[src/hw/pwm_pkg.sv]
// Contract
// - Timer counts only while timer_run is set
// - Prescale codes 00..11 divide by 1,4,8,16
// - Control bits 7-3 read zero, ignore writes
// - Stand-alone: PWM is system clock, fixed duty
// - Clock duty bounds power driver on-time
// - Master drives system clock on sync pin
// - Slave ORs sync clock with match, reloads buffers
// - Slave delays clock start by phase counts
// - Period is period_value plus one ticks
// - Match then next tick clears count, loads duty
// - Output high for duty counts, then low
// - Duty writes take effect only after match
// - Sleep freezes timer, state and clock pin; in slave role STAT_SYNC still sets on master edges
// - Reset sets tick_count 00h, period_value FFh
// - Prescaler cleared on count/control write, reset
// - Each match sets period_match_flag
package pwm_pkg;
    localparam logic [5:0] ADDR_CONTROL  = 6'h00;
    localparam logic [5:0] ADDR_PERIOD   = 6'h04;
    localparam logic [5:0] ADDR_COUNT    = 6'h08;
    localparam logic [5:0] ADDR_DUTY     = 6'h0c;
    localparam logic [5:0] ADDR_PHASE    = 6'h10;
    localparam logic [5:0] ADDR_MODE     = 6'h14;
    localparam logic [5:0] ADDR_STATUS   = 6'h18;
    localparam logic [5:0] ADDR_MASK     = 6'h1c;
    localparam logic [5:0] ADDR_ACTIVE   = 6'h20;
    localparam int         RUN_BIT       = 2;
    localparam int         ROLE_LSB      = 6;
    localparam logic [7:0] COUNT_RESET   = 8'h00;
    localparam logic [7:0] PERIOD_RESET  = 8'hff;
    localparam logic [2:0] CONTROL_MASK  = 3'h7;
    localparam logic [2:0] CONTROL_RESET = 3'h0;
    localparam logic [7:0] BUFFER_RESET  = 8'h00;
    localparam logic [3:0] PRESCALE_LIMIT_DIV1  = 4'h0;
    localparam logic [3:0] PRESCALE_LIMIT_DIV4  = 4'h3;
    localparam logic [3:0] PRESCALE_LIMIT_DIV8  = 4'h7;
    localparam logic [3:0] PRESCALE_LIMIT_DIV16 = 4'hf;
    localparam logic [1:0] ROLE_STANDALONE = 2'h0;
    localparam logic [1:0] ROLE_MASTER     = 2'h1;
    localparam logic [1:0] ROLE_SLAVE      = 2'h2;
    localparam int         STAT_MATCH    = 0;
    localparam int         STAT_SYNC     = 1;
    localparam int         STAT_W        = 2;
endpackage : pwm_pkg

[src/hw/period_timer_sysclk_pwm.sv]
`timescale 1ns/10ps
`default_nettype none
module period_timer_sysclk_pwm #(
    parameter logic [1:0] ROLE_STANDALONE = pwm_pkg::ROLE_STANDALONE,
    parameter logic [1:0] ROLE_MASTER     = pwm_pkg::ROLE_MASTER,
    parameter logic [1:0] ROLE_SLAVE      = pwm_pkg::ROLE_SLAVE
) (
    input  wire logic        clk,
    input  wire logic        srst,
    input  wire logic [5:0]  address,
    input  wire logic        read,
    input  wire logic        write,
    input  wire logic [31:0] writedata,
    input  wire logic [3:0]  byteenable,
    output logic [31:0]      readdata,
    output logic             waitrequest,
    input  wire logic        sleep,
    input  wire logic        sync_clock_in,
    output logic             sync_clock_out,
    output logic             sync_clock_oe,
    output logic             clock_out_pin,
    input  wire logic        driver_request,
    output logic             driver_duty,
    output logic             irq
);
    // Software-visible register state; every writable register lives in lane 0 of the bus
    // and unimplemented bits are never stored, so they read back as zero
    logic [2:0]  control;
    logic [7:0]  period_value;
    logic [7:0]  tick_count;
    logic [7:0]  duty_buffer;
    logic [7:0]  duty_active;
    logic [7:0]  phase_buffer;
    logic [7:0]  phase_active;
    logic [1:0]  sync_role_select;
    logic [1:0]  status;
    logic [1:0]  mask;
    // Time base: the prescaler divides clk down to one tick, and each tick
    // advances the period count; a match with period_value ends the period
    logic [3:0]  prescale_count;
    logic [3:0]  prescale_limit;
    logic        tick;
    logic        match;
    logic        wrap;
    // Sync pin path: two flops for the asynchronous pin, one more for edge detect
    logic        sync_meta;
    logic        sync_sync;
    logic        sync_prev;
    logic        sync_rise;
    logic        reload;
    logic        is_master;
    logic        is_slave;
    logic        pwm_raw;
    // Slave phase shift: counts ticks after the master edge, then times the window
    logic [7:0]  phase_count;
    logic        phase_wait;
    logic        slave_clk;
    // Bus side: reads take one wait cycle so read data can come from flops
    logic        read_done;
    logic        wr_en;

    // Write strobe decode for one register offset, shared by every writer
    function automatic logic wr_hit(input logic       we,
                                    input logic [5:0] addr,
                                    input logic [5:0] target);
        return we && (addr == target);
    endfunction : wr_hit

    // Only byte lane 0 carries register bits; other lanes alone write nothing
    assign wr_en       = write && byteenable[0];
    // Writes never stall; a read stalls exactly one cycle while data is fetched
    assign waitrequest = read && !read_done;
    // Role decode; code 3 is left to behave as stand-alone
    assign is_master   = (sync_role_select == ROLE_MASTER);
    assign is_slave    = (sync_role_select == ROLE_SLAVE);

    // Prescale limit per select code
    // Limit is the divide ratio minus one, so the count wraps on the tick
    // A wider divide only stretches the tick; the period count stays 8 bits
    always_comb begin
        unique case (control[1:0])
            2'h0: prescale_limit = pwm_pkg::PRESCALE_LIMIT_DIV1;
            2'h1: prescale_limit = pwm_pkg::PRESCALE_LIMIT_DIV4;
            2'h2: prescale_limit = pwm_pkg::PRESCALE_LIMIT_DIV8;
            2'h3: prescale_limit = pwm_pkg::PRESCALE_LIMIT_DIV16;
        endcase
    end

    // Tick fires while running and awake
    // Sleep gates the tick here and in the prescaler so both freeze together
    assign tick  = control[pwm_pkg::RUN_BIT] && !sleep
                   && (prescale_count == prescale_limit);
    assign match = (tick_count == period_value);
    assign wrap  = tick && match;
    assign sync_rise = sync_sync && !sync_prev;
    // Slave reloads on its own wrap or the master edge
    // Both sources are ORed, so whichever comes first refreshes the buffers
    assign reload = wrap || (is_slave && sync_rise && !sleep);

    // Sync pin synchroniser; the first stage is read only by the second
    // Two stages trade one cycle of latency for a settled level
    always_ff @(posedge clk) begin
        if (srst) begin
            sync_meta <= 1'b0;
            sync_sync <= 1'b0;
        end else begin
            sync_meta <= sync_clock_in;
            sync_sync <= sync_meta;
        end
    end

    // Edge detect flop; resets low like the idle pin, so no false edge
    always_ff @(posedge clk) begin
        if (srst) begin
            sync_prev <= 1'b0;
        end else begin
            sync_prev <= sync_sync;
        end
    end

    // Prescaler; cleared by writes to count or control
    // Clearing it makes the first tick after a write a full divide period
    always_ff @(posedge clk) begin
        if (srst) begin
            prescale_count <= 4'h0;
        end else if (wr_hit(wr_en, address, pwm_pkg::ADDR_COUNT)
                     || wr_hit(wr_en, address, pwm_pkg::ADDR_CONTROL)) begin
            prescale_count <= 4'h0;
        end else if (control[pwm_pkg::RUN_BIT] && !sleep) begin
            prescale_count <= (prescale_count == prescale_limit) ? 4'h0
                              : prescale_count + 4'h1;
        end
    end

    // Timer count; software write wins over counting
    // A control write leaves the count alone; only the prescaler restarts
    always_ff @(posedge clk) begin
        if (srst) begin
            tick_count <= pwm_pkg::COUNT_RESET;
        end else if (wr_hit(wr_en, address, pwm_pkg::ADDR_COUNT)) begin
            tick_count <= writedata[7:0];
        end else if (wrap) begin
            tick_count <= pwm_pkg::COUNT_RESET;
        end else if (tick) begin
            tick_count <= tick_count + 8'h01;
        end
    end

    // Timer control: run bit and prescale select only
    // Bits 7-3 are not stored, so writes to them vanish and reads give zero
    always_ff @(posedge clk) begin
        if (srst) begin
            control <= pwm_pkg::CONTROL_RESET;
        end else if (wr_hit(wr_en, address, pwm_pkg::ADDR_CONTROL)) begin
            control <= writedata[2:0] & pwm_pkg::CONTROL_MASK;
        end
    end

    // Period value; compared every cycle, so a write lands at once
    // Writing it below the current count makes the timer run on to wrap
    always_ff @(posedge clk) begin
        if (srst) begin
            period_value <= pwm_pkg::PERIOD_RESET;
        end else if (wr_hit(wr_en, address, pwm_pkg::ADDR_PERIOD)) begin
            period_value <= writedata[7:0];
        end
    end

    // Duty buffer; software may rewrite it at any time
    // The running period keeps its own copy, so a new value never cuts a pulse
    always_ff @(posedge clk) begin
        if (srst) begin
            duty_buffer <= pwm_pkg::BUFFER_RESET;
        end else if (wr_hit(wr_en, address, pwm_pkg::ADDR_DUTY)) begin
            duty_buffer <= writedata[7:0];
        end
    end

    // Phase buffer; copied to the active side at every reload, in any role
    always_ff @(posedge clk) begin
        if (srst) begin
            phase_buffer <= pwm_pkg::BUFFER_RESET;
        end else if (wr_hit(wr_en, address, pwm_pkg::ADDR_PHASE)) begin
            phase_buffer <= writedata[7:0];
        end
    end

    // Role select sits in the top two bits of the mode register
    // The rest of that register is not stored here and reads zero
    always_ff @(posedge clk) begin
        if (srst) begin
            sync_role_select <= ROLE_STANDALONE;
        end else if (wr_hit(wr_en, address, pwm_pkg::ADDR_MODE)) begin
            sync_role_select <= writedata[pwm_pkg::ROLE_LSB +: 2];
        end
    end

    // Interrupt mask, same layout as the status register
    always_ff @(posedge clk) begin
        if (srst) begin
            mask <= 2'h0;
        end else if (wr_hit(wr_en, address, pwm_pkg::ADDR_MASK)) begin
            mask <= writedata[pwm_pkg::STAT_W-1:0];
        end
    end

    // Active duty changes only at a reload point, never mid-period
    always_ff @(posedge clk) begin
        if (srst) begin
            duty_active <= pwm_pkg::BUFFER_RESET;
        end else if (reload) begin
            duty_active <= duty_buffer;
        end
    end

    // Active phase follows the same reload points
    always_ff @(posedge clk) begin
        if (srst) begin
            phase_active <= pwm_pkg::BUFFER_RESET;
        end else if (reload) begin
            phase_active <= phase_buffer;
        end
    end

    // Raw PWM: high while count below active duty
    // Duty above the period value gives a clock that never falls
    // Duty zero gives a clock that never rises, which parks the driver except in a slave with nonzero phase
    assign pwm_raw = (tick_count < duty_active);

    // Slave phase delay counted in prescaled ticks after master edge
    // A master edge restarts the delay; zero phase opens the window at once
    // Limitation: with nonzero phase, a master edge inside the window cuts the window short
    always_ff @(posedge clk) begin
        if (srst) begin
            phase_count <= 8'h00;
            phase_wait  <= 1'b0;
            slave_clk   <= 1'b0;
        end else if (is_slave && sync_rise && !sleep) begin
            phase_count <= phase_buffer;
            phase_wait  <= (phase_buffer != 8'h00);
            slave_clk   <= (phase_buffer == 8'h00) && (duty_buffer != 8'h00);
        end else if (phase_wait && tick) begin
            // Window opens on the last delay tick
            phase_count <= phase_count - 8'h01;
            if (phase_count == 8'h01) begin
                phase_wait <= 1'b0;
                slave_clk  <= 1'b1;
            end
        end else if (!phase_wait && tick) begin
            // Shifted high window lasts duty ticks, or one tick after a delay with duty zero
            slave_clk <= slave_clk && (phase_count + 8'h01 < duty_active);
            phase_count <= phase_count + 8'h01;
        end
    end

    // System clock pin; registered so it never glitches, holds level in sleep
    always_ff @(posedge clk) begin
        if (srst) begin
            clock_out_pin <= 1'b0;
        end else if (!sleep) begin
            clock_out_pin <= is_slave ? slave_clk : pwm_raw;
        end
    end

    // Sync pin data follows the unshifted PWM through one flop, like the
    // clock pin, so a master's two pins change on the same edge
    always_ff @(posedge clk) begin
        if (srst) begin
            sync_clock_out <= 1'b0;
        end else if (!sleep) begin
            sync_clock_out <= pwm_raw;
        end
    end

    // Sync pin is driven only by a master; others leave it to the far side
    // Switching role mid-run turns the driver on or off at the next edge
    always_ff @(posedge clk) begin
        if (srst) begin
            sync_clock_oe <= 1'b0;
        end else if (!sleep) begin
            sync_clock_oe <= is_master;
        end
    end

    // Driver on-time can never exceed the clock high time
    // The analog loop asks for on-time; the clock high window caps it
    assign driver_duty = driver_request && clock_out_pin;

    // Sticky status; hardware set wins over write-one-clear
    // A clear on the same edge as a new event loses, so no event is lost
    always_ff @(posedge clk) begin
        if (srst) begin
            status <= 2'h0;
        end else begin
            status[pwm_pkg::STAT_MATCH] <= wrap ||
                (status[pwm_pkg::STAT_MATCH]
                 && !(wr_hit(wr_en, address, pwm_pkg::ADDR_STATUS)
                      && writedata[pwm_pkg::STAT_MATCH]));
            // Sync edge flag only means something in the slave role
            status[pwm_pkg::STAT_SYNC] <= (is_slave && sync_rise) ||
                (status[pwm_pkg::STAT_SYNC]
                 && !(wr_hit(wr_en, address, pwm_pkg::ADDR_STATUS)
                      && writedata[pwm_pkg::STAT_SYNC]));
        end
    end

    // Level interrupt: high while any unmasked status bit stays set
    assign irq = |(status & mask);

    // Read path: one wait cycle, data registered
    // read_done drops the stall for one cycle, then rearms for the next read
    // Unmapped offsets read zero so software can probe safely
    always_ff @(posedge clk) begin
        if (srst) begin
            readdata  <= 32'h0;
            read_done <= 1'b0;
        end else begin
            read_done <= read && !read_done;
            if (read && !read_done) begin
                unique case (address)
                    pwm_pkg::ADDR_CONTROL: readdata <= {29'h0, control};
                    pwm_pkg::ADDR_PERIOD:  readdata <= {24'h0, period_value};
                    pwm_pkg::ADDR_COUNT:   readdata <= {24'h0, tick_count};
                    pwm_pkg::ADDR_DUTY:    readdata <= {24'h0, duty_buffer};
                    pwm_pkg::ADDR_PHASE:   readdata <= {24'h0, phase_buffer};
                    pwm_pkg::ADDR_MODE:    readdata <= {24'h0, sync_role_select, 6'h0};
                    pwm_pkg::ADDR_STATUS:  readdata <= {30'h0, status};
                    pwm_pkg::ADDR_MASK:    readdata <= {30'h0, mask};
                    pwm_pkg::ADDR_ACTIVE:  readdata <= {16'h0, phase_active, duty_active};
                    default:               readdata <= 32'h0;
                endcase
            end
        end
    end
endmodule : period_timer_sysclk_pwm
`default_nettype wire

[config.mk]
export PLATFORM = sky130hd
export DESIGN_NAME = period_timer_sysclk_pwm
export DESIGN_NICKNAME = d
export VERILOG_FILES = /design/src/hw/pwm_pkg.sv /design/src/hw/period_timer_sysclk_pwm.sv
export SDC_FILE = /design/constraint.sdc
export NUM_CORES = 1
export LEC_CHECK = 0
export ABC_AREA = 1
export ABC_CLOCK_PERIOD_IN_PS = 2000
export BUFFER_PORTS_ARGS = -buffer_cell sky130_fd_sc_hd__buf_4
export CORE_MARGIN = 2
export CORE_UTILIZATION = 57
export CTS_CLUSTER_SIZE = 25
export DETAILED_ROUTE_END_ITERATION = 12
export GPL_TIMING_DRIVEN = 1
export PLACE_DENSITY = 0.8
export SLEW_MARGIN = 10
export SYNTH_ARGS = -nofsm -noshare
export SYNTH_HDL_FRONTEND = slang
export SYNTH_SLANG_ARGS = --single-unit
export TNS_END_PERCENT = 10
[constraint.sdc]
create_clock -name clk -period 2 [get_ports clk]
set_input_delay 0 -clock clk [delete_from_list [all_inputs] [get_ports clk]]
set_output_delay 0 -clock clk [all_outputs]
set_load 0.05 [all_outputs]
---- Word level (Yosys, flattened, before mapping) ----
Cells that the tools add are included.
storage, ports and cells
  flip-flop bits (word level) ............. 110
  bits in latches ......................... 0
  bits in writable memories ............... 0
  ROM bits ................................ 0
  input port bits ......................... 49
  word-level logic and storage cells ...... 111
  memories kept ........................... 0
cells by class
  add/subtract/negate cells ............... 4
  multipliers ............................. 0
  divide/modulo/power cells ............... 0
  order comparisons ....................... 2
  eq/ne operators ......................... 17
  shift-type cells ........................ 0
  mux-type cells .......................... 17
  bitwise gates (word level) .............. 1
  reductions and logical operators ........ 48
operators with widths
  cell                                                                   number
  16-bit case mux with 9 select lines                                    1
  8-bit 2-to-1 mux                                                       6
  1-bit logical AND                                                      25
  6-bit by 5-bit equality test with 1-bit output, second input constant  4
  8-bit by 1-bit adder with 8-bit output, second input constant          2
  8-bit less-than comparator                                             2
  4-bit case mux with 4 select lines                                     1
  8-bit nonzero test                                                     2
  6-bit by 4-bit equality test with 1-bit output, second input constant  2
  8-bit by 1-bit equality test with 1-bit output, second input constant  1
  8-bit equality test                                                    1
  8-bit zero test                                                        1
  1-bit 2-to-1 mux                                                       8
  8-bit by 1-bit subtractor with 8-bit output, second input constant     1
  2-bit equality test, second input constant                             3
  6-bit by 3-bit equality test with 1-bit output, second input constant  1
  6-bit equality test, second input constant                             1
  1-bit zero test                                                        6
  6-bit zero test                                                        1
  3-bit nonzero test                                                     2
  4-bit by 1-bit adder with 4-bit output, second input constant          1
  2-bit by 1-bit equality test with 1-bit output, second input constant  2
  4-bit equality test                                                    1
  1-bit logical OR                                                       4
  7 further kinds                                                        10

---- Depth between registers and ports, before layout ----
Gate-level depths: netlist of the first run.
  depth in word-level cells ............... 8
  gate-level depth with buffers ........... 15

---- Least setup slack after synthesis of the first run ----
Ideal clock, no wire load.
  path type ............................... flip-flop to flip-flop
  start point ............................. reg phase_count[2]
  end point ............................... reg slave_clk
  data arrival time ....................... 1.733 ns
  required time ........................... 1.930 ns
  setup slack ............................. 0.197 ns
  stages on the path, launching flop included .. 13
  clock period less this slack ............ 1.803 ns
  cell sequence ........................... dfxtp_1 > buf_2 > nand3_1 > nor2_1 > xor2_1 > inv_1 > ha_1 > a21oi_1 > o21a_1 > nand2_1 > nand3_1 > nand2_1 > a21oi_1
on the way
  word-level cells in the longest chain between the ends .. 6
  elaborated cells on any way between the ends .. 9
  those cells by class .................... add/sub: 1; order compare: 1; eq/ne: 2; mux: 3; reduce/logical: 2
ends and longest elaborated chain
  item                                    line                            text
  start: declaration                      period_timer_sysclk_pwm.sv:55   logic [7:0] phase_count;
  start signal: assignment                period_timer_sysclk_pwm.sv:239  phase_count <= phase_buffer;
  start signal: assignment                period_timer_sysclk_pwm.sv:244  phase_count <= phase_count - 8'h01;
  start signal: assignment                period_timer_sysclk_pwm.sv:252  phase_count <= phase_count + 8'h01;
  8-bit by 1-bit adder with 8-bit output  period_timer_sysclk_pwm.sv:251  slave_clk <= slave_clk && (phase_count + 8'h01 < duty_active);
  8-bit less-than comparator              period_timer_sysclk_pwm.sv:251
  1-bit logical AND                       period_timer_sysclk_pwm.sv:251
  1-bit 2-to-1 mux                        period_timer_sysclk_pwm.sv:249  end else if (!phase_wait && tick) begin
  1-bit 2-to-1 mux                        period_timer_sysclk_pwm.sv:242  end else if (phase_wait && tick) begin
  1-bit 2-to-1 mux                        period_timer_sysclk_pwm.sv:238  end else if (is_slave && sync_rise && !sleep) begin
  end signal: assignment                  period_timer_sysclk_pwm.sv:241  slave_clk <= (phase_buffer == 8'h00) && (duty_buffer != 8'h00);
  end signal: assignment                  period_timer_sysclk_pwm.sv:251
  end: declaration                        period_timer_sysclk_pwm.sv:57   logic slave_clk;
Several ways; a longest one is shown, not always the timed one. The select of a mux whose other input is x is not followed.
A chain may end at the register's enable or synchronous reset.

---- Worst setup path in the final report of the first run ----
  start point ............................. reg phase_count[0]
  end point ............................... reg slave_clk
The elaborated chain is that of the path after synthesis.

==> results.sh, run 1 <==
export IMPL_outcome="complete, no violations"
export IMPL_fin_crit_sh=0.9359
export IMPL_antenna_left=0
export IMPL_synth_cell_types=38
export IMPL_ys_seq_area_frac=0.3423
export IMPL_relSlewSlack=0.6394
export IMPL_gp_congestion=0.9889
export IMPL_netlist_area_um2=5498
export IMPL_required_ns=2.31
export IMPL_clk_pin_slew_worst_paths_ns=0.11
export IMPL_diodes=0
export IMPL_slew_violations=0
export IMPL_grt_pass1_vias=4967
export IMPL_synth_top_area_frac=0.3423
export IMPL_num_vias=5494
export IMPL_cpMaxStageDelayCell="dfxtp_4"
export IMPL_p_leak_nw=3.074
export IMPL_hold_violations=0
export IMPL_cpMostUsedCell="nand2_1"
export IMPL_fin_crit_ns=1.872
export IMPL_syn_inst=826
export IMPL_hp_class="in -> reg"
export IMPL_grt_max_degree=42
export IMPL_h_tree_depth=3
export IMPL_hpwl_um=11340
export IMPL_endpoint_kind="flop"
export IMPL_clkSinkCount=94
export IMPL_root_buffer="clkbuf_8"
export IMPL_num_rows=35
export IMPL_die_y_um=102.2
export IMPL_pwr_density_cell_nw_per_um2=551.9
export IMPL_io_pins=87
export IMPL_start_kind="flop"
export IMPL_rsz0062_at_grt="false"
export IMPL_nFillCells=828
export IMPL_nNetsFinal=950
export IMPL_worst_pin_slew_ns=0.5389
export IMPL_drt_vias_per_instance=5.407
export IMPL_core_um2=9284
export IMPL_drive_above_1_share=0.1342
export IMPL_start_util=0.5922
export IMPL_critical_path_cell_chain="buf_4, inv_1, ha_1, ha_1, nand2_1, nand2_1, nand2_1, nand2_1, nand2_1, nand2_1, nand3_1, nand2_1, a21oi_1"
export IMPL_cp_arrival_ns=2.18
export IMPL_max_freq_ghz=0.5342
export IMPL_cts_buffer_depth=2
export IMPL_multi_input_area_um2=3075
export IMPL_async_flop_share=0
export IMPL_cts_tree="built"
export IMPL_io_buffer_count=43
export IMPL_max_cap_violations=0
export IMPL_yosysMostFrequentCell="nand2_1"
export IMPL_ir_drop_v=0.0004194
export IMPL_numCtsBuffers=9
export IMPL_max_stage_delay_ns=0.39
export IMPL_skew_ns=0.01760
export IMPL_clk_latency_ns=0.38
export IMPL_synth_edf_count=0
export IMPL_synth_largest_area_cell="dfxtp_1"
export IMPL_wire_per_inst_um=14.97
export IMPL_grtUsageTotal=0.3052
export IMPL_criticalPathCategory="reg -> reg"
export IMPL_totalWireLength_um=15210
export IMPL_first_pass_iters=6
export IMPL_yosys_top_cells_count="216 x nand2_1, 94 x dfxtp_1, 90 x nor2_1"
export IMPL_dieArea_um2=10450
export IMPL_cp_max_fo=4
export IMPL_overflow=0
export IMPL_synth_area_leaders="dfxtp_1 34%, nand2_1 15%, a21oi_1 6.6%, nand3_1 6.6%, nor2_1 6.1%"
export IMPL_seqCellArea_um2=1891
export IMPL_die_w_um=102.2
export IMPL_tns_ns=0
export IMPL_ys_seq_elements=94
export IMPL_power_mw=3.462
export IMPL_setup_viol=0
export IMPL_drc=0
export IMPL_post_cts_buffers=0
export IMPL_drtIter0Drc=308
export IMPL_grt_antenna_before_repair=0
export IMPL_syn2layout_area_growth_pct=14.11
export IMPL_yosysWarnings=0
export IMPL_synth_avg_cell_area_um2=6.656
export IMPL_synthFlopType="dfxtp_1"
export IMPL_grt_pass1_wl_um=24510
## sequential cells by signal, indices dropped and copies added, names as in the netlist, 2 cells and up
name and count:
sync_role_select 2, phase_active 8, prescale_count 4, phase_buffer 8, status 2, control 3, mask 2, phase_count 8
duty_buffer 8, readdata 16, tick_count 8, duty_active 8, period_value 8
## worst paths after layout
kind              slack (ns)                        start                  endpoint  depth (start not counted)
setup / recovery        0.13  phase_count[0]$_SDFFE_PP0P_    slave_clk$_SDFFE_PP0P_                         13
setup reg to reg        0.13  phase_count[0]$_SDFFE_PP0P_    slave_clk$_SDFFE_PP0P_                         13
hold reg to reg         0.41         sync_meta$_SDFF_PP0_      sync_sync$_SDFF_PP0_                          2
hold / removal          0.03                         read  readdata[7]$_SDFFE_PP0P_                          5
## cells by family (layout without fill, tap and decap cells)
family          after synthesis  after routing  share of synthesized area
compound gates              123            123                     0.1154
buf+inv                     138            184                     0.1127
fa+ha+maj                    19             19                    0.04324
other cells                   1             16                  0.0006821
xor+xnor                     23             23                    0.03664
simple gates                428            428                     0.3491
flops                        94             94                     0.3423
## power breakdown
group | total (mW) | internal, mW | switching, mW
logic | 0.292 | 0.0774 | 0.215
registers | 1.89 | 1.88 | 0.00777
clock network | 1.28 | 0.493 | 0.790
## cells in the final DEF, fill, tap and decap left out, types with 17 or more instances in the layout
cell type	count
nand2_1	216
dfxtp_1	91
inv_1	89
nor2_1	88
a21oi_1	73
nand3_1	71
buf_4	63
o21ai_0	42
ha_1	18
xor2_1	17
## final cells by class
| cell class | count | share of cell area |
|---|---|---|
| multi-input combinational | 609 | 0.4902 |
| sequential | 94 | 0.3014 |
| timing repair buffer | 74 | 0.09454 |
| inverter | 94 | 0.05644 |
| tap | 129 | 0.02573 |
| clock buffer | 9 | 0.01974 |
| clock inverter | 7 | 0.01197 |
## worst max-delay path: cells and delay by family, from the launching register on
kind / cells / cell delay, ns
adders and majority gates: 2 / 0.62
and+or+nand+nor: 8 / 0.52
AOI/OAI and AO/OA: 1 / 0.11
DFF: 1 / 0.39
buffers and inverters: 2 / 0.20
## what timing repair did
item,CTS,global route
gates resized for setup,0,10
hold endpoints to repair,32,0
hold buffers,10,0
setup endpoints to repair,0,1
## stage by stage
step / instance area (um2) / setup slack, ns / std cells / hold slack (ns) / utilization
2_1_floorplan: 5554 / 0.1968 / 841 / 0.1070 / -
3_3_place_gp: 5943 / 0.1334 / 990 / 0.2139 / 0.6402
3_5_place_dp: 5943 / 0.07953 / 990 / 0.2086 / 0.6402
4_1_cts: 6242 / 0.06676 / 1016 / 0.03233 / 0.6724
5_1_grt: 6274 / 0.001968 / 1016 / 0.06169 / 0.6757
6_report: 6274 / 0.1282 / 1016 / 0.03359 / 0.6757
## layer usage
metal / track usage / wire length, um / part of all wire / vias up
met5: 0 / 0 / 0 / -
met4: 0.1056 / 419 / 0.028 / 0
met3: 0.04993 / 1291 / 0.085 / 29
met2: 0.5030 / 7130 / 0.47 / 236
met1: 0.4073 / 6369 / 0.42 / 2490
li1: - / - / - / 2739
Note: power is estimated with default switching activity, not from simulation.
==> run 2, diff against run 1 <==
ABC_CLOCK_PERIOD_IN_PS = 2100   (was 2000)
HOLD_SLACK_MARGIN = 0.06   (was not set)
clock period = 2.1 ns   (was 2 ns; I/O delays follow)
==> results.sh, run 2 (synthesized netlist as in run 1, its figures left out) <==
export IMPL_outcome="complete, no violations"
export IMPL_clk_latency_ns=0.38
export IMPL_max_cap_violations=0
export IMPL_nNetsFinal=952
export IMPL_nFillCells=833
export IMPL_syn2layout_area_growth_pct=14.09
export IMPL_drtIter0Drc=527
export IMPL_cts_tree="built"
export IMPL_die_w_um=102.2
export IMPL_p_leak_nw=3.085
export IMPL_clk_pin_slew_worst_paths_ns=0.10
export IMPL_dieArea_um2=10450
export IMPL_clkSinkCount=94
export IMPL_tns_ns=0
export IMPL_diodes=0
export IMPL_criticalPathCategory="reg -> reg"
export IMPL_totalWireLength_um=15480
export IMPL_cts_buffer_depth=2
export IMPL_seqCellArea_um2=1884
export IMPL_grt_antenna_before_repair=0
export IMPL_max_freq_ghz=0.5084
export IMPL_most_common_layout_cells="216 x nand2_1, 92 x dfxtp_1, 89 x inv_1, 88 x nor2_1, 73 x a21oi_1"
export IMPL_multi_input_area_um2=3058
export IMPL_layout_commonest_cell="nand2_1"
export IMPL_required_ns=2.41
export IMPL_ir_drop_v=0.0003331
export IMPL_wire_per_inst_um=15.20
export IMPL_crit_start="phase_count[1]$_SDFFE_PP0P_"
export IMPL_core_um2=9284
export IMPL_drt_vias_per_instance=5.502
export IMPL_first_pass_iters=5
export IMPL_worst_pin_slew_ns=0.9701
export IMPL_endpoint_kind="flop"
export IMPL_io_buffer_count=43
export IMPL_fin_crit_ns=1.967
export IMPL_slew_violations=0
export IMPL_hpwl_um=11120
export IMPL_grtUsageTotal=0.3099
export IMPL_num_rows=35
export IMPL_grt_pass1_wl_um=24930
export IMPL_rsz0062_at_grt="false"
export IMPL_drive_above_1_share=0.1294
export IMPL_relSlewSlack=0.3526
export IMPL_place_area_um2=5921
export IMPL_drc=0
export IMPL_numCtsBuffers=9
export IMPL_die_y_um=102.2
export IMPL_grt_max_degree=42
export IMPL_skew_ns=0.01221
export IMPL_reg2reg_from="phase_count[1]$_SDFFE_PP0P_"
export IMPL_final_area_um2=6272
export IMPL_pwr_density_cell_nw_per_um2=526.6
export IMPL_start_util=0.5922
export IMPL_hold_violations=0
export IMPL_antenna_left=0
export IMPL_largest_register_ffs=16
export IMPL_cp_max_fo=4
export IMPL_start_kind="flop"
export IMPL_h_tree_depth=3
export IMPL_root_buffer="clkbuf_8"
export IMPL_hp_class="in -> reg"
export IMPL_setup_viol=0
export IMPL_overflow=0
export IMPL_fin_crit_sh=0.9367
export IMPL_cp_arrival_ns=2.28
export IMPL_gp_congestion=0.9522
export IMPL_io_pins=87
export IMPL_grt_pass1_vias=5108
export IMPL_num_vias=5601
export IMPL_regMostFlops="readdata"
export IMPL_min_delay_start="byteenable[0]"
run 2: changes by cell type in the layout (fill, tap and decap cells not counted), sizes merged:
cell / before / now
dlygate4sd3: 10 / 13
buf: 64 / 63
run 2: report_power, final:
group	internal [mW]	total, mW	switching (mW)
logic	0.0785	0.285	0.206
clock network	0.470	1.22	0.750
registers	1.79	1.80	0.00767
run 2: layout make-up:
class	instances	share of cell area
clock buffer	9	0.01975
tap	129	0.02573
inverter	94	0.05645
timing repair buffer	76	0.09814
multi-input combinational	609	0.4875
sequential	94	0.3004
clock inverter	7	0.01197
run 2: worst max-delay path, stage by stage (launching register included):
cell	delay (ns)
dfxtp_1	0.40
nand3_1	0.14
nor2_2	0.20
xor2_1	0.22
inv_1	0.07
ha_1	0.29
a21oi_1	0.16
o21a_1	0.12
nand2_1	0.05
nand3_1	0.07
nand2_1	0.06
a21oi_1	0.11
run 2: worst paths after layout:
| check | end | slack (ns) | cells after the start |
|---|---|---|---|
| worst max-delay path | slave_clk$_SDFFE_PP0P_ | 0.13 | 11 |
| worst min register to register | sync_sync$_SDFF_PP0_ | 0.41 | 2 |
| worst min-delay path | mask[0]$_SDFFE_PP0P_ | 0.11 | 4 |
| worst max register to register | slave_clk$_SDFFE_PP0P_ | 0.13 | 11 |
run 2: per-stage QoR:
step / power [mW] / util / hold WS, ns / cells / setup WS (ns)
3_3_place_gp: 2.097 / 0.6377 / 0.1980 / 987 / 0.1523
4_1_cts: 3.314 / 0.6732 / 0.08783 / 1016 / 0.05085
3_5_place_dp: 2.101 / 0.6377 / 0.2091 / 987 / 0.07743
6_report: 3.303 / 0.6756 / 0.1054 / 1018 / 0.1330
2_1_floorplan: 2.031 / - / 0.1070 / 841 / 0.2968
5_1_grt: 3.421 / 0.6756 / 0.1245 / 1018 / 0.004719
run 2: metal layers:
metal	wire, um	vias up	share of wire	GRT usage
li1	-	2727	-	-
met1	6666	2559	0.43	0.3992
met2	7091	254	0.46	0.5030
met3	1092	61	0.071	0.06224
met4	624	0	0.040	0.1405
met5	0	-	0	0
run 2: timing repair:
item	4_1_cts	5_1_grt
hold buffers	13	0
endpoints found under the hold margin	54	0
endpoints found under the setup margin	0	1
resized for setup	0	4
setup buffers	0	2
